<file path="src/i2c_slave_params.svh">
`ifndef I2C_SLAVE_PARAMS_SVH
`define I2C_SLAVE_PARAMS_SVH

// ==========================================================================
// Mode field layout
`define MODE_TEN_BIT 0
`define MODE_SP_IRQ 1

// ==========================================================================
// Byte framing
`define BIT_LAST 4'h8
`define BIT_ACK 4'h9
`define TEN_PREFIX 5'h1E

// ==========================================================================
// Timing
`define CLK_PERIOD_NS 20
`define HOLD_LONG_NS 300
`define HOLD_SHORT_NS 100
`define HOLD_CNT_W 5
`define HOLD_LONG_CYC \
   ((`HOLD_LONG_NS + `CLK_PERIOD_NS - 1) / `CLK_PERIOD_NS)
`define HOLD_SHORT_CYC \
   ((`HOLD_SHORT_NS + `CLK_PERIOD_NS - 1) / `CLK_PERIOD_NS)

// ==========================================================================
// Reset values
`define RST_BYTE 8'h00
`define RST_CNT 4'h0

`endif

</file>
<file path="src/i2c_slave_pkg.sv">
`default_nettype none

package i2c_slave_pkg;

   // =======================================================================
   // Slave sequencing states
   typedef enum logic [2:0] {
      ST_IDLE  = 3'b000,
      ST_ADDR  = 3'b001,
      ST_ADDR2 = 3'b010,
      ST_RX    = 3'b011,
      ST_TX    = 3'b100,
      ST_WAIT  = 3'b101
   } state_t;

endpackage

`default_nettype wire

</file>
<file path="src/i2c_slave_bus.sv">
`timescale 1ns/1ps
`default_nettype none
`include "i2c_slave_params.svh"

module i2c_slave_bus
   import i2c_slave_pkg::*;
(
   input wire logic mclk,
   input wire logic sys_rst,
   input wire logic clk_en,
   input wire logic scl_in,
   input wire logic sda_in,
   output logic scl_out,
   output logic scl_oe,
   output logic sda_out,
   output logic sda_oe,
   input wire logic port_enable,
   input wire logic [1:0] slave_mode_select,
   input wire logic hold_time_select,
   input wire logic start_irq_enable,
   input wire logic stop_irq_enable,
   input wire logic address_hold_enable,
   input wire logic data_hold_enable,
   input wire logic ack_data,
   input wire logic [7:0] own_address,
   input wire logic [7:0] own_address_low,
   input wire logic [7:0] tx_data,
   input wire logic clock_release,
   input wire logic rx_read,
   input wire logic irq_clear,
   input wire logic overflow_clear,
   input wire logic collision_clear,
   output logic [7:0] receive_buffer,
   output logic buffer_full,
   output logic receive_overflow,
   output logic port_irq_flag,
   output logic ack_status,
   output logic ack_time,
   output logic rw_status,
   output logic prior_match,
   output logic bus_active,
   output logic start_seen,
   output logic stop_seen,
   output logic bus_collision
);

   // =======================================================================
   // Pin sampling
   logic [1:0] pins_s;
   logic scl_s;
   logic sda_s;

   bit_sync #(.WIDTH(2)) u_sync (
      .mclk(mclk),
      .sys_rst(sys_rst),
      .clk_en(clk_en),
      .din({scl_in, sda_in}),
      .dout(pins_s)
   );
   assign scl_s = pins_s[1];
   assign sda_s = pins_s[0];

   // =======================================================================
   // State
   state_t state_q, state_d;
   logic [3:0] cnt_q, cnt_d;
   logic [7:0] shift_q, shift_d;
   logic [7:0] tx_q, tx_d;
   logic [7:0] rbuf_q, rbuf_d;
   logic [`HOLD_CNT_W-1:0] hold_q, hold_d;
   logic scl_p_q, scl_p_d;
   logic sda_p_q, sda_p_d;
   logic low_q, low_d;
   logic active_q, active_d;
   logic sseen_q, sseen_d;
   logic pseen_q, pseen_d;
   logic want_q, want_d;
   logic stretch_q, stretch_d;
   logic ackpend_q, ackpend_d;
   logic ackok_q, ackok_d;
   logic sda_oe_q, sda_oe_d;
   logic scl_oe_q, scl_oe_d;
   logic sda_out_q, sda_out_d;
   logic scl_out_q, scl_out_d;
   logic bf_q, bf_d;
   logic ov_q, ov_d;
   logic irq_q, irq_d;
   logic ackst_q, ackst_d;
   logic acktm_q, acktm_d;
   logic rw_q, rw_d;
   logic prior_q, prior_d;
   logic coll_q, coll_d;

   // =======================================================================
   // Bus conditions
   logic scl_rise, scl_fall, start_det, stop_det, start_acc;
   logic byte_done, ack_end, room, ten_bit, sp_irq;
   logic match7, match_hi, match_lo;

   assign scl_rise = scl_s & ~scl_p_q;
   assign scl_fall = ~scl_s & scl_p_q;
   assign start_det = port_enable & scl_s & scl_p_q & sda_p_q & ~sda_s;
   assign stop_det = port_enable & scl_s & scl_p_q & ~sda_p_q & sda_s
                     & low_q;
   // A Start seen inside one SCL high window is no Restart.
   assign start_acc = start_det & (~active_q | low_q);
   assign byte_done = active_q & scl_fall & (cnt_q == `BIT_LAST);
   assign ack_end = active_q & scl_fall & (cnt_q == `BIT_ACK);
   assign room = ~bf_q & ~ov_q;
   assign ten_bit = slave_mode_select[`MODE_TEN_BIT];
   assign sp_irq = slave_mode_select[`MODE_SP_IRQ];
   assign match7 = shift_q[7:1] == own_address[7:1];
   assign match_hi = (shift_q[7:3] == `TEN_PREFIX)
                     && (shift_q[2:1] == own_address[2:1]);
   assign match_lo = shift_q == own_address_low;

   // =======================================================================
   // Next-state logic
   logic take, sw_hold, irq_set, load, ov_set, coll_set;

   always_comb begin
      state_d = state_q;
      cnt_d = cnt_q;
      shift_d = shift_q;
      tx_d = tx_q;
      rbuf_d = rbuf_q;
      scl_p_d = scl_s;
      sda_p_d = sda_s;
      low_d = low_q;
      active_d = active_q;
      sseen_d = sseen_q;
      pseen_d = pseen_q;
      want_d = want_q;
      stretch_d = stretch_q;
      ackpend_d = ackpend_q;
      ackok_d = ackok_q;
      ackst_d = ackst_q;
      acktm_d = acktm_q;
      rw_d = rw_q;
      prior_d = prior_q;
      take = 1'b0;
      sw_hold = 1'b0;
      irq_set = 1'b0;
      load = 1'b0;
      ov_set = 1'b0;
      coll_set = 1'b0;

      if (active_q && !scl_s) begin
         low_d = 1'b1;
      end

      if (active_q && scl_rise && (cnt_q < `BIT_ACK)) begin
         cnt_d = cnt_q + 4'h1;
         if (cnt_q < `BIT_LAST) begin
            shift_d = {shift_q[6:0], sda_s};
         end else begin
            ackst_d = sda_s;
         end
      end

      if (state_q == ST_TX && scl_rise && cnt_q < `BIT_LAST
          && tx_q[7] && !sda_s) begin
         coll_set = 1'b1;
         state_d = ST_WAIT;
         want_d = 1'b0;
      end

      if (state_q == ST_TX && scl_fall && cnt_q != `RST_CNT
          && cnt_q < `BIT_LAST) begin
         tx_d = {tx_q[6:0], 1'b0};
         want_d = ~tx_q[6];
      end

      if (byte_done) begin
         case (state_q)
            ST_ADDR: begin
               sw_hold = address_hold_enable;
               if (!ten_bit) begin
                  if (match7) begin
                     take = 1'b1;
                     rw_d = shift_q[0];
                     state_d = shift_q[0] ? ST_TX : ST_RX;
                  end else begin
                     state_d = ST_WAIT;
                  end
               end else if (!match_hi) begin
                  prior_d = 1'b0;
                  state_d = ST_WAIT;
               end else if (!shift_q[0]) begin
                  prior_d = 1'b0;
                  take = 1'b1;
                  rw_d = 1'b0;
                  state_d = ST_ADDR2;
               end else if (prior_q) begin
                  take = 1'b1;
                  rw_d = 1'b1;
                  state_d = ST_TX;
               end else begin
                  state_d = ST_WAIT;
               end
            end
            ST_ADDR2: begin
               sw_hold = address_hold_enable;
               if (match_lo) begin
                  take = 1'b1;
                  prior_d = 1'b1;
                  state_d = ST_RX;
               end else begin
                  state_d = ST_WAIT;
               end
            end
            ST_RX: begin
               sw_hold = data_hold_enable;
               take = 1'b1;
            end
            ST_TX: begin
               want_d = 1'b0;
            end
            default: begin
               want_d = 1'b0;
            end
         endcase
         if (take) begin
            irq_set = 1'b1;
            if (room) begin
               load = 1'b1;
               rbuf_d = shift_q;
            end else begin
               ov_set = 1'b1;
            end
            if (sw_hold) begin
               acktm_d = 1'b1;
               stretch_d = 1'b1;
               ackpend_d = 1'b1;
               ackok_d = room;
            end else begin
               want_d = room;
            end
         end
      end

      if (ack_end) begin
         cnt_d = `RST_CNT;
         acktm_d = 1'b0;
         if (state_q == ST_TX) begin
            if (ackst_q) begin
               state_d = ST_WAIT;
               want_d = 1'b0;
            end else begin
               stretch_d = 1'b1;
            end
         end else begin
            if (!want_q) begin
               state_d = ST_WAIT;
            end
            want_d = 1'b0;
         end
      end

      if (clock_release && stretch_q) begin
         stretch_d = 1'b0;
         if (ackpend_q) begin
            ackpend_d = 1'b0;
            want_d = ackok_q & ~ack_data;
         end else if (state_q == ST_TX) begin
            tx_d = tx_data;
            want_d = ~tx_data[7];
         end
      end

      if (start_acc) begin
         if (state_q == ST_TX && tx_q[7] && cnt_q < `BIT_LAST) begin
            coll_set = 1'b1;
         end
         state_d = ST_ADDR;
         cnt_d = `RST_CNT;
         want_d = 1'b0;
         stretch_d = 1'b0;
         ackpend_d = 1'b0;
         acktm_d = 1'b0;
         active_d = 1'b1;
         low_d = 1'b0;
         sseen_d = 1'b1;
         pseen_d = 1'b0;
         irq_set = sp_irq | start_irq_enable;
      end

      if (stop_det) begin
         state_d = ST_IDLE;
         active_d = 1'b0;
         prior_d = 1'b0;
         want_d = 1'b0;
         stretch_d = 1'b0;
         ackpend_d = 1'b0;
         acktm_d = 1'b0;
         sseen_d = 1'b0;
         pseen_d = 1'b1;
         irq_set = sp_irq | stop_irq_enable;
      end

      if (!port_enable) begin
         state_d = ST_IDLE;
         cnt_d = `RST_CNT;
         active_d = 1'b0;
         want_d = 1'b0;
         stretch_d = 1'b0;
         ackpend_d = 1'b0;
         acktm_d = 1'b0;
         prior_d = 1'b0;
      end
   end

   // =======================================================================
   // Flags, hold timer and pin drive
   // A flag that sets in its clearing cycle stays set.
   always_comb begin
      bf_d = (bf_q & ~rx_read) | load;
      ov_d = (ov_q & ~overflow_clear) | ov_set;
      irq_d = (irq_q & ~irq_clear) | irq_set;
      coll_d = (coll_q & ~collision_clear) | coll_set;
      hold_d = hold_q;
      if (scl_fall) begin
         hold_d = hold_time_select ? `HOLD_CNT_W'(`HOLD_LONG_CYC)
                                   : `HOLD_CNT_W'(`HOLD_SHORT_CYC);
      end else if (hold_q != `HOLD_CNT_W'(0)) begin
         hold_d = hold_q - `HOLD_CNT_W'(1);
      end
      // While the port is enabled, SDA may only move once the hold window after SCL fall has passed.
      if (!port_enable) begin
         sda_oe_d = 1'b0;
      end else if (hold_q == `HOLD_CNT_W'(0)) begin
         sda_oe_d = want_q;
      end else begin
         sda_oe_d = sda_oe_q;
      end
      scl_oe_d = port_enable & stretch_q;
      sda_out_d = 1'b0;
      scl_out_d = 1'b0;
   end

   // =======================================================================
   // Registers
   always_ff @(posedge mclk) begin
      if (sys_rst) begin
         state_q <= ST_IDLE;
         cnt_q <= `RST_CNT;
         shift_q <= `RST_BYTE;
         tx_q <= `RST_BYTE;
         rbuf_q <= `RST_BYTE;
         hold_q <= '0;
         scl_p_q <= 1'b1;
         sda_p_q <= 1'b1;
         low_q <= 1'b0;
         active_q <= 1'b0;
         sseen_q <= 1'b0;
         pseen_q <= 1'b0;
         want_q <= 1'b0;
         stretch_q <= 1'b0;
         ackpend_q <= 1'b0;
         ackok_q <= 1'b0;
         sda_oe_q <= 1'b0;
         scl_oe_q <= 1'b0;
         sda_out_q <= 1'b0;
         scl_out_q <= 1'b0;
         bf_q <= 1'b0;
         ov_q <= 1'b0;
         irq_q <= 1'b0;
         ackst_q <= 1'b0;
         acktm_q <= 1'b0;
         rw_q <= 1'b0;
         prior_q <= 1'b0;
         coll_q <= 1'b0;
      end else if (clk_en) begin
         state_q <= state_d;
         cnt_q <= cnt_d;
         shift_q <= shift_d;
         tx_q <= tx_d;
         rbuf_q <= rbuf_d;
         hold_q <= hold_d;
         scl_p_q <= scl_p_d;
         sda_p_q <= sda_p_d;
         low_q <= low_d;
         active_q <= active_d;
         sseen_q <= sseen_d;
         pseen_q <= pseen_d;
         want_q <= want_d;
         stretch_q <= stretch_d;
         ackpend_q <= ackpend_d;
         ackok_q <= ackok_d;
         sda_oe_q <= sda_oe_d;
         scl_oe_q <= scl_oe_d;
         sda_out_q <= sda_out_d;
         scl_out_q <= scl_out_d;
         bf_q <= bf_d;
         ov_q <= ov_d;
         irq_q <= irq_d;
         ackst_q <= ackst_d;
         acktm_q <= acktm_d;
         rw_q <= rw_d;
         prior_q <= prior_d;
         coll_q <= coll_d;
      end
   end

   assign scl_out = scl_out_q;
   assign scl_oe = scl_oe_q;
   assign sda_out = sda_out_q;
   assign sda_oe = sda_oe_q;
   assign receive_buffer = rbuf_q;
   assign buffer_full = bf_q;
   assign receive_overflow = ov_q;
   assign port_irq_flag = irq_q;
   assign ack_status = ackst_q;
   assign ack_time = acktm_q;
   assign rw_status = rw_q;
   assign prior_match = prior_q;
   assign bus_active = active_q;
   assign start_seen = sseen_q;
   assign stop_seen = pseen_q;
   assign bus_collision = coll_q;
endmodule

`default_nettype wire

</file>
<file path="src/bit_sync.sv">
`timescale 1ns/1ps
`default_nettype none

module bit_sync #(
   parameter int WIDTH = 2
) (
   input wire logic mclk,
   input wire logic sys_rst,
   input wire logic clk_en,
   input wire logic [WIDTH-1:0] din,
   output logic [WIDTH-1:0] dout
);

   // =======================================================================
   // Two stages per bit; the first stage feeds only the second.
   genvar i;
   generate
      for (i = 0; i < WIDTH; i = i + 1) begin : g_bit
         logic meta_q;
         logic meta_d;
         logic sync_q;
         logic sync_d;
         always_comb begin
            meta_d = din[i];
            sync_d = meta_q;
         end
         always_ff @(posedge mclk) begin
            if (sys_rst) begin
               meta_q <= 1'b1;
               sync_q <= 1'b1;
            end else if (clk_en) begin
               meta_q <= meta_d;
               sync_q <= sync_d;
            end
         end
         assign dout[i] = sync_q;
      end
   endgenerate

endmodule

`default_nettype wire

</file>
<file path="config.mk">
export PLATFORM = sky130hd
export DESIGN_NAME = i2c_slave_bus
export DESIGN_NICKNAME = d
export VERILOG_FILES = /design/src/i2c_slave_pkg.sv /design/src/i2c_slave_bus.sv /design/src/bit_sync.sv
export VERILOG_INCLUDE_DIRS = /design/src
export SDC_FILE = /design/constraint.sdc
export NUM_CORES = 1
export LEC_CHECK = 0
export BUFFER_PORTS_ARGS = -buffer_cell sky130_fd_sc_hd__buf_2
export CAP_MARGIN = 20
export CORE_ASPECT_RATIO = 1.2
export CORE_MARGIN = 1.5
export CORE_UTILIZATION = 49
export DETAILED_ROUTE_END_ITERATION = 12
export PLACE_DENSITY = 0.73
export SLEW_MARGIN = 20
export SYNTH_ARGS = -nofsm -noshare
export SYNTH_HDL_FRONTEND = slang
export SYNTH_SLANG_ARGS = --single-unit
</file>
<file path="constraint.sdc">
create_clock -name mclk -period 3.5 [get_ports mclk]
set_input_delay 0.525 -clock mclk [delete_from_list [all_inputs] [get_ports mclk]]
set_output_delay 0.525 -clock mclk [all_outputs]
set_load 0.03 [all_outputs]
</file>
After elaboration in Yosys (flattened, before gate mapping)
Index checks and enable logic that the tools add are counted.
{"block": "word_totals", "register_bits": 60, "elab_cells": 250, "mem_bits_rw": 0, "latchBits": 0, "mem_bits_ro": 0, "inputBits": 43, "memories": 0}
{"block": "op_classes", "mul": 0, "n_addsub": 2, "reduce_logical": 38, "muxes": 113, "n_lt_le_gt_ge": 2, "n_bitwise": 42, "n_eq_ne": 23, "shifts": 0, "div_mod_pow": 0}
{"operator": "$mux W1", "count": 83}
{"operator": "$mux W3", "count": 15}
{"operator": "$mux W8", "count": 4}
{"operator": "$and A1 B1 Y1", "count": 20}
{"operator": "$mux W4", "count": 5}
{"operator": "$ne A5 B1 Y1 const B", "count": 3}
{"operator": "$not A1 Y1", "count": 15}
{"operator": "$logic_and A1 B1 Y1", "count": 14}
{"operator": "$reduce_and A2 Y1", "count": 6}
{"operator": "$reduce_and A4 Y1", "count": 3}
{"operator": "$reduce_and A6 Y1", "count": 2}
{"operator": "$mux W5", "count": 2}
{"operator": "$eq A4 B4 Y1 const B", "count": 2}
{"operator": "$eq A8 B8 Y1", "count": 1}
{"operator": "$lt A4 B4 Y1 const B", "count": 2}
{"operator": "$ne A4 B1 Y1 const B", "count": 2}
{"operator": "$ne A4 B4 Y1 const B", "count": 2}
{"operator": "$reduce_bool A2 Y1", "count": 4}
{"operator": "$eq A7 B7 Y1", "count": 1}
{"operator": "$or A1 B1 Y1", "count": 7}
{"operator": "$eq A3 B2 Y1 const B", "count": 2}
{"operator": "$ne A3 B1 Y1 const B", "count": 2}
{"operator": "$pmux W3 S2", "count": 1}
{"operator": "$reduce_and A3 Y1", "count": 2}
{"operator": "17 further kinds", "count": 20}

Longest topological paths before layout
{"block": "logic_depth", "ltp_word": 21, "mapped_depth": 9, "ltp_nobuf": 8}

Hierarchy
A second synthesis with hierarchy kept.
{"block": "unflattened", "hier_cells": 405, "area_unflattened_um2": 3400.8}
{"module": "i2c_slave_bus", "instances": 1, "seq_area_each_um2": 1121.1, "area_each_um2": 3245.6, "cells_each": 391}
{"module": "bit_sync", "instances": 1, "seq_area_each_um2": 80.1, "area_each_um2": 155.1, "cells_each": 14}

Worst setup path before layout
No wires, ideal clock.
{"block": "synth_path", "path_kind": "input to register", "startpoint": "in own_address[6]", "endpoint": "reg ackok_q", "path_stages": 7, "setup_slack_ns": 1.528, "required_time_ns": 3.371, "arrival_ns": 1.843, "path_buffers": 1, "path_cell_list": "xor2_1 > nor4_2 > a22oi_4 > o22a_1 > buf_6 > o311ai_4 > o31ai_2"}
{"block": "synth_between", "elab_chain_len": 6}
{"item": "start, declared", "line": "i2c_slave_bus.sv:25", "rtl": "input wire logic [7:0] own_address,"}
{"item": "$eq A7 B7 Y1", "line": "i2c_slave_bus.sv:112", "rtl": "assign match7 = shift_q[7:1] == own_address[7:1];"}
{"item": "$mux W1", "line": "i2c_slave_bus.sv:179", "rtl": "if (match7) begin"}
{"item": "$mux W1", "line": "i2c_slave_bus.sv:178", "rtl": "if (!ten_bit) begin"}
{"item": "$pmux W1 S3", "line": "i2c_slave_bus.sv:175", "rtl": "case (state_q)"}
{"item": "$mux W1", "line": "i2c_slave_bus.sv:174", "rtl": "if (byte_done) begin"}
{"item": "$reduce_and A4 Y1 (no source line)"}
{"item": "end signal, assigned", "line": "i2c_slave_bus.sv:389", "rtl": "ackok_q <= ackok_d;"}
{"item": "end, declared", "line": "i2c_slave_bus.sv:80", "rtl": "logic ackok_q, ackok_d;"}
Every way passes these cells. The select of a mux whose other input is x is not followed.
A chain may end at the register's enable or synchronous reset.

Worst setup path after layout
{"block": "layout_path", "startpoint": "reg cnt_q[3]", "endpoint": "reg bf_q (netlist: buffer_full)"}
{"block": "layout_between", "elab_chain_len": 4}
{"item": "start, declared", "line": "i2c_slave_bus.sv:66", "rtl": "logic [3:0] cnt_q, cnt_d;"}
{"item": "start signal, assigned", "line": "i2c_slave_bus.sv:346", "rtl": "cnt_q <= `RST_CNT;"}
{"item": "start signal, assigned", "line": "i2c_slave_bus.sv:375", "rtl": "cnt_q <= cnt_d;"}
{"item": "$eq A4 B4 Y1 (no source line)"}
{"item": "$and A1 B1 Y1", "line": "i2c_slave_bus.sv:107", "rtl": "assign byte_done = active_q & scl_fall & (cnt_q == `BIT_LAST);"}
{"item": "$mux W1", "line": "i2c_slave_bus.sv:174"}
{"item": "$or A1 B1 Y1", "line": "i2c_slave_bus.sv:317", "rtl": "bf_d = (bf_q & ~rx_read) | load;"}
{"item": "end signal, assigned", "line": "i2c_slave_bus.sv:365", "rtl": "bf_q <= 1'b0;"}
{"item": "end signal, assigned", "line": "i2c_slave_bus.sv:394", "rtl": "bf_q <= bf_d;"}
{"item": "end, declared", "line": "i2c_slave_bus.sv:85", "rtl": "logic bf_q, bf_d;"}
Every way passes these cells.

==> reports/metrics.cfg <==
[status]
outcome=finished clean

[place]
dpl.hpwl_um=6090
place_area_um2=3660
io_buffers=62
place_congestion=0.860

[floorplan]
die_x_um=78.6
io_pins=66
fp.dieArea_um2=7370
core_area_um2=6530
rows=32
start_util=0.515
die_h_um=93.7

[detailed_routing]
wl_per_cell_um=15.5
vias=3260
viasPerCell=5.90
drt_iter0_drc=154
drtPass1Iterations=4
ant_nets=0
drt_wl_total_um=8580
drc=0

[global_route]
grt_pass1_vias=3041
antenna_found_initial=0
grtUsageMet3=0.0456
grt_use_total=0.241
grt_max_degree=47
met1_usage=0.284
use_met2=0.404
grt-busiest-layer=met2
grt_pass1_wl_um=14000
grt.overflow.total=0

[critical_path]
crit_path_end_kind=register
worst-setup-path-type=reg -> reg
critPathLaunch=cnt_q[3]
r2r_start=cnt_q[3]
crit_fanout=16
crit_required_ns=3.78
crit_arrival_ns=3.02
r2r_slack_ns=0.76
start_kind=register
crit_end=buffer_full
r2r_end=buffer_full
rr_worst_depth=6

[clock_tree]
cts_tree=yes
numClockSinks=60
cts_setup_buffers=0
cts_buffers=9
clock_latency_ns=0.34
cts.hold.buffers_added=0
cts.path.max_buffers=2
root_buffer=clkbuf_8
cts.clk_slew.worst_paths_ns=0.07
post_cts_resize_count=0
cts_htree_levels=3

[sta]
fmax_mhz=365
fin_skew_ns=0.00794
hold_viol=0
finalCritPeriodShare=0.783
setup_viol=0
drv_slew=0
tightest_slew_ns=0.916
relSlewSlack=0.390
rsz0062_at_grt=no
final.setup.tns_ns=0
period_needed_ns=2.74

[final_layout]
area.growth.synth_to_final_pct=15.3
final_util=0.594
fillers=612
antennaDiodeCount=0
final_cell_area_um2=3870
nets=511
drive_gt1_frac=0.212

[synth]
synthFlopType=dfxtp_1
ys_warn_count=0
syn_area_um2=3360
ys_async_sr_fraction=0
synth-seq-cells=60
avgSynthCellArea_um2=8.08
syn_inst=416
synth_edf_count=0
ys_seq_area_frac=0.357
synth_cell_type_count=67

[pwr]
leakagePower_nw=1.45
cellPowerDensity_nw_per_um2=438
ir_worst_vdd_uv=316

[worst_hold_path]
hold_path_class=in -> reg

[flow_run]
max_cap_violations=0

worst max-delay path, stage by stage (launching register included):
cell and delay (ns):
dfxtp_1 0.66, nand4b_1 0.27, nor2_2 0.31, nand2_1 0.38
o32ai_1 0.76, a22oi_1 0.19, nor2_1 0.11
synthesized netlist by cell type (5+ instances only):
cell | count | area share
ha_1 | 5 | 0.019
o221ai_1 | 6 | 0.016
xor2_1 | 8 | 0.021
o21ai_0 | 21 | 0.031
a21oi_1 | 40 | 0.060
nor2_1 | 42 | 0.047
inv_1 | 13 | 0.015
xnor2_1 | 8 | 0.021
dfxtp_1 | 60 | 0.36
clkbuf_1 | 16 | 0.018
mux2i_1 | 8 | 0.024
nand4_1 | 14 | 0.026
nand3_1 | 11 | 0.016
nand2b_1 | 5 | 0.0093
buf_2 | 6 | 0.0089
o31ai_1 | 8 | 0.018
nor3_1 | 17 | 0.025
nand2_1 | 42 | 0.047
how the worst min path moves through the flow:
| stage | startpoint | end | slack, ns | cells after the start |
|---|---|---|---|---|
| floorplan | tx_q[1] | tx_q[1] | 0.44 | 2 |
| global placement | scl_oe | scl_oe | 0.45 | 2 |
| detailed placement | scl_oe | scl_oe | 0.45 | 2 |
| CTS | sda_in | u_sync.g_bit[0].meta_q | 0.39 | 3 |
| global route | sda_in | u_sync.g_bit[0].meta_q | 0.42 | 3 |
| finish | sda_in | u_sync.g_bit[0].meta_q | 0.40 | 3 |
layout by cell type, fill, tap and decap left out, drive strengths merged, types with 5 or more instances in the layout:
cell / count
buf: 65
xor2: 8
o221ai: 6
inv: 13
nand2: 42
dfxtp: 60
nor3: 19
o21ai: 21
xnor2: 8
clkbuf: 11
mux2i: 8
a21oi: 40
nand4: 14
a22oi: 5
o31ai: 9
nor2: 43
ha: 5
nand2b: 5
nand3: 12
where the power goes:
group	total (W)	internal, W	switching (W)
Clock	0.000685	0.000417	0.000269
Combinational	0.000271	0.000122	0.000149
Sequential	0.000740	0.000710	0.0000300
through the flow:
stage	setup slack (ns)	total power (W)	instances	hold slack, ns
5_1_grt	0.537	0.00176	553	0.423
6_report	0.759	0.00170	553	0.401
3_3_place_gp	0.816	0.00101	537	0.448
2_1_floorplan	1.53	0.000954	417	0.441
4_1_cts	0.769	0.00170	553	0.392
3_5_place_dp	0.813	0.00102	537	0.454
cell families after synthesis:
logic type      share of synthesized area
mux                                0.0305
xor+xnor                           0.0417
flops                               0.357
fa+ha+maj                          0.0186
simple gates                        0.253
compound gates                      0.239
other cells                       0.00112
buf+inv                            0.0581
sequential cells by signal (all words and copies together), names as in the netlist, 2 cells and up:
signal	flops
u_sync.g_bit.meta_q	2
tx_q	8
receive_buffer	8
shift_q	8
u_sync.g_bit.sync_q	2
state_q	3
cnt_q	4
hold_q	5
metal layers:
metal  vias up  routed length (um)
met1      1511                3780
met5         -                   0
met3        25                 453
li1       1616                   -
met4         0                 277
met2       108                4070
area by class of cell:
type / count / area [um2] / area share
Clock buffer: 11 / 141 / 0.0365
Clock inverter: 5 / 75.1 / 0.0194
Inverter: 13 / 48.8 / 0.0126
Multi-Input combinational cell: 314 / 1970 / 0.508
Sequential cell: 60 / 1200 / 0.310
Tap cell: 85 / 106 / 0.0274
Timing Repair Buffer: 65 / 333 / 0.0859
Note: power is estimated with default switching activity, not from simulation.
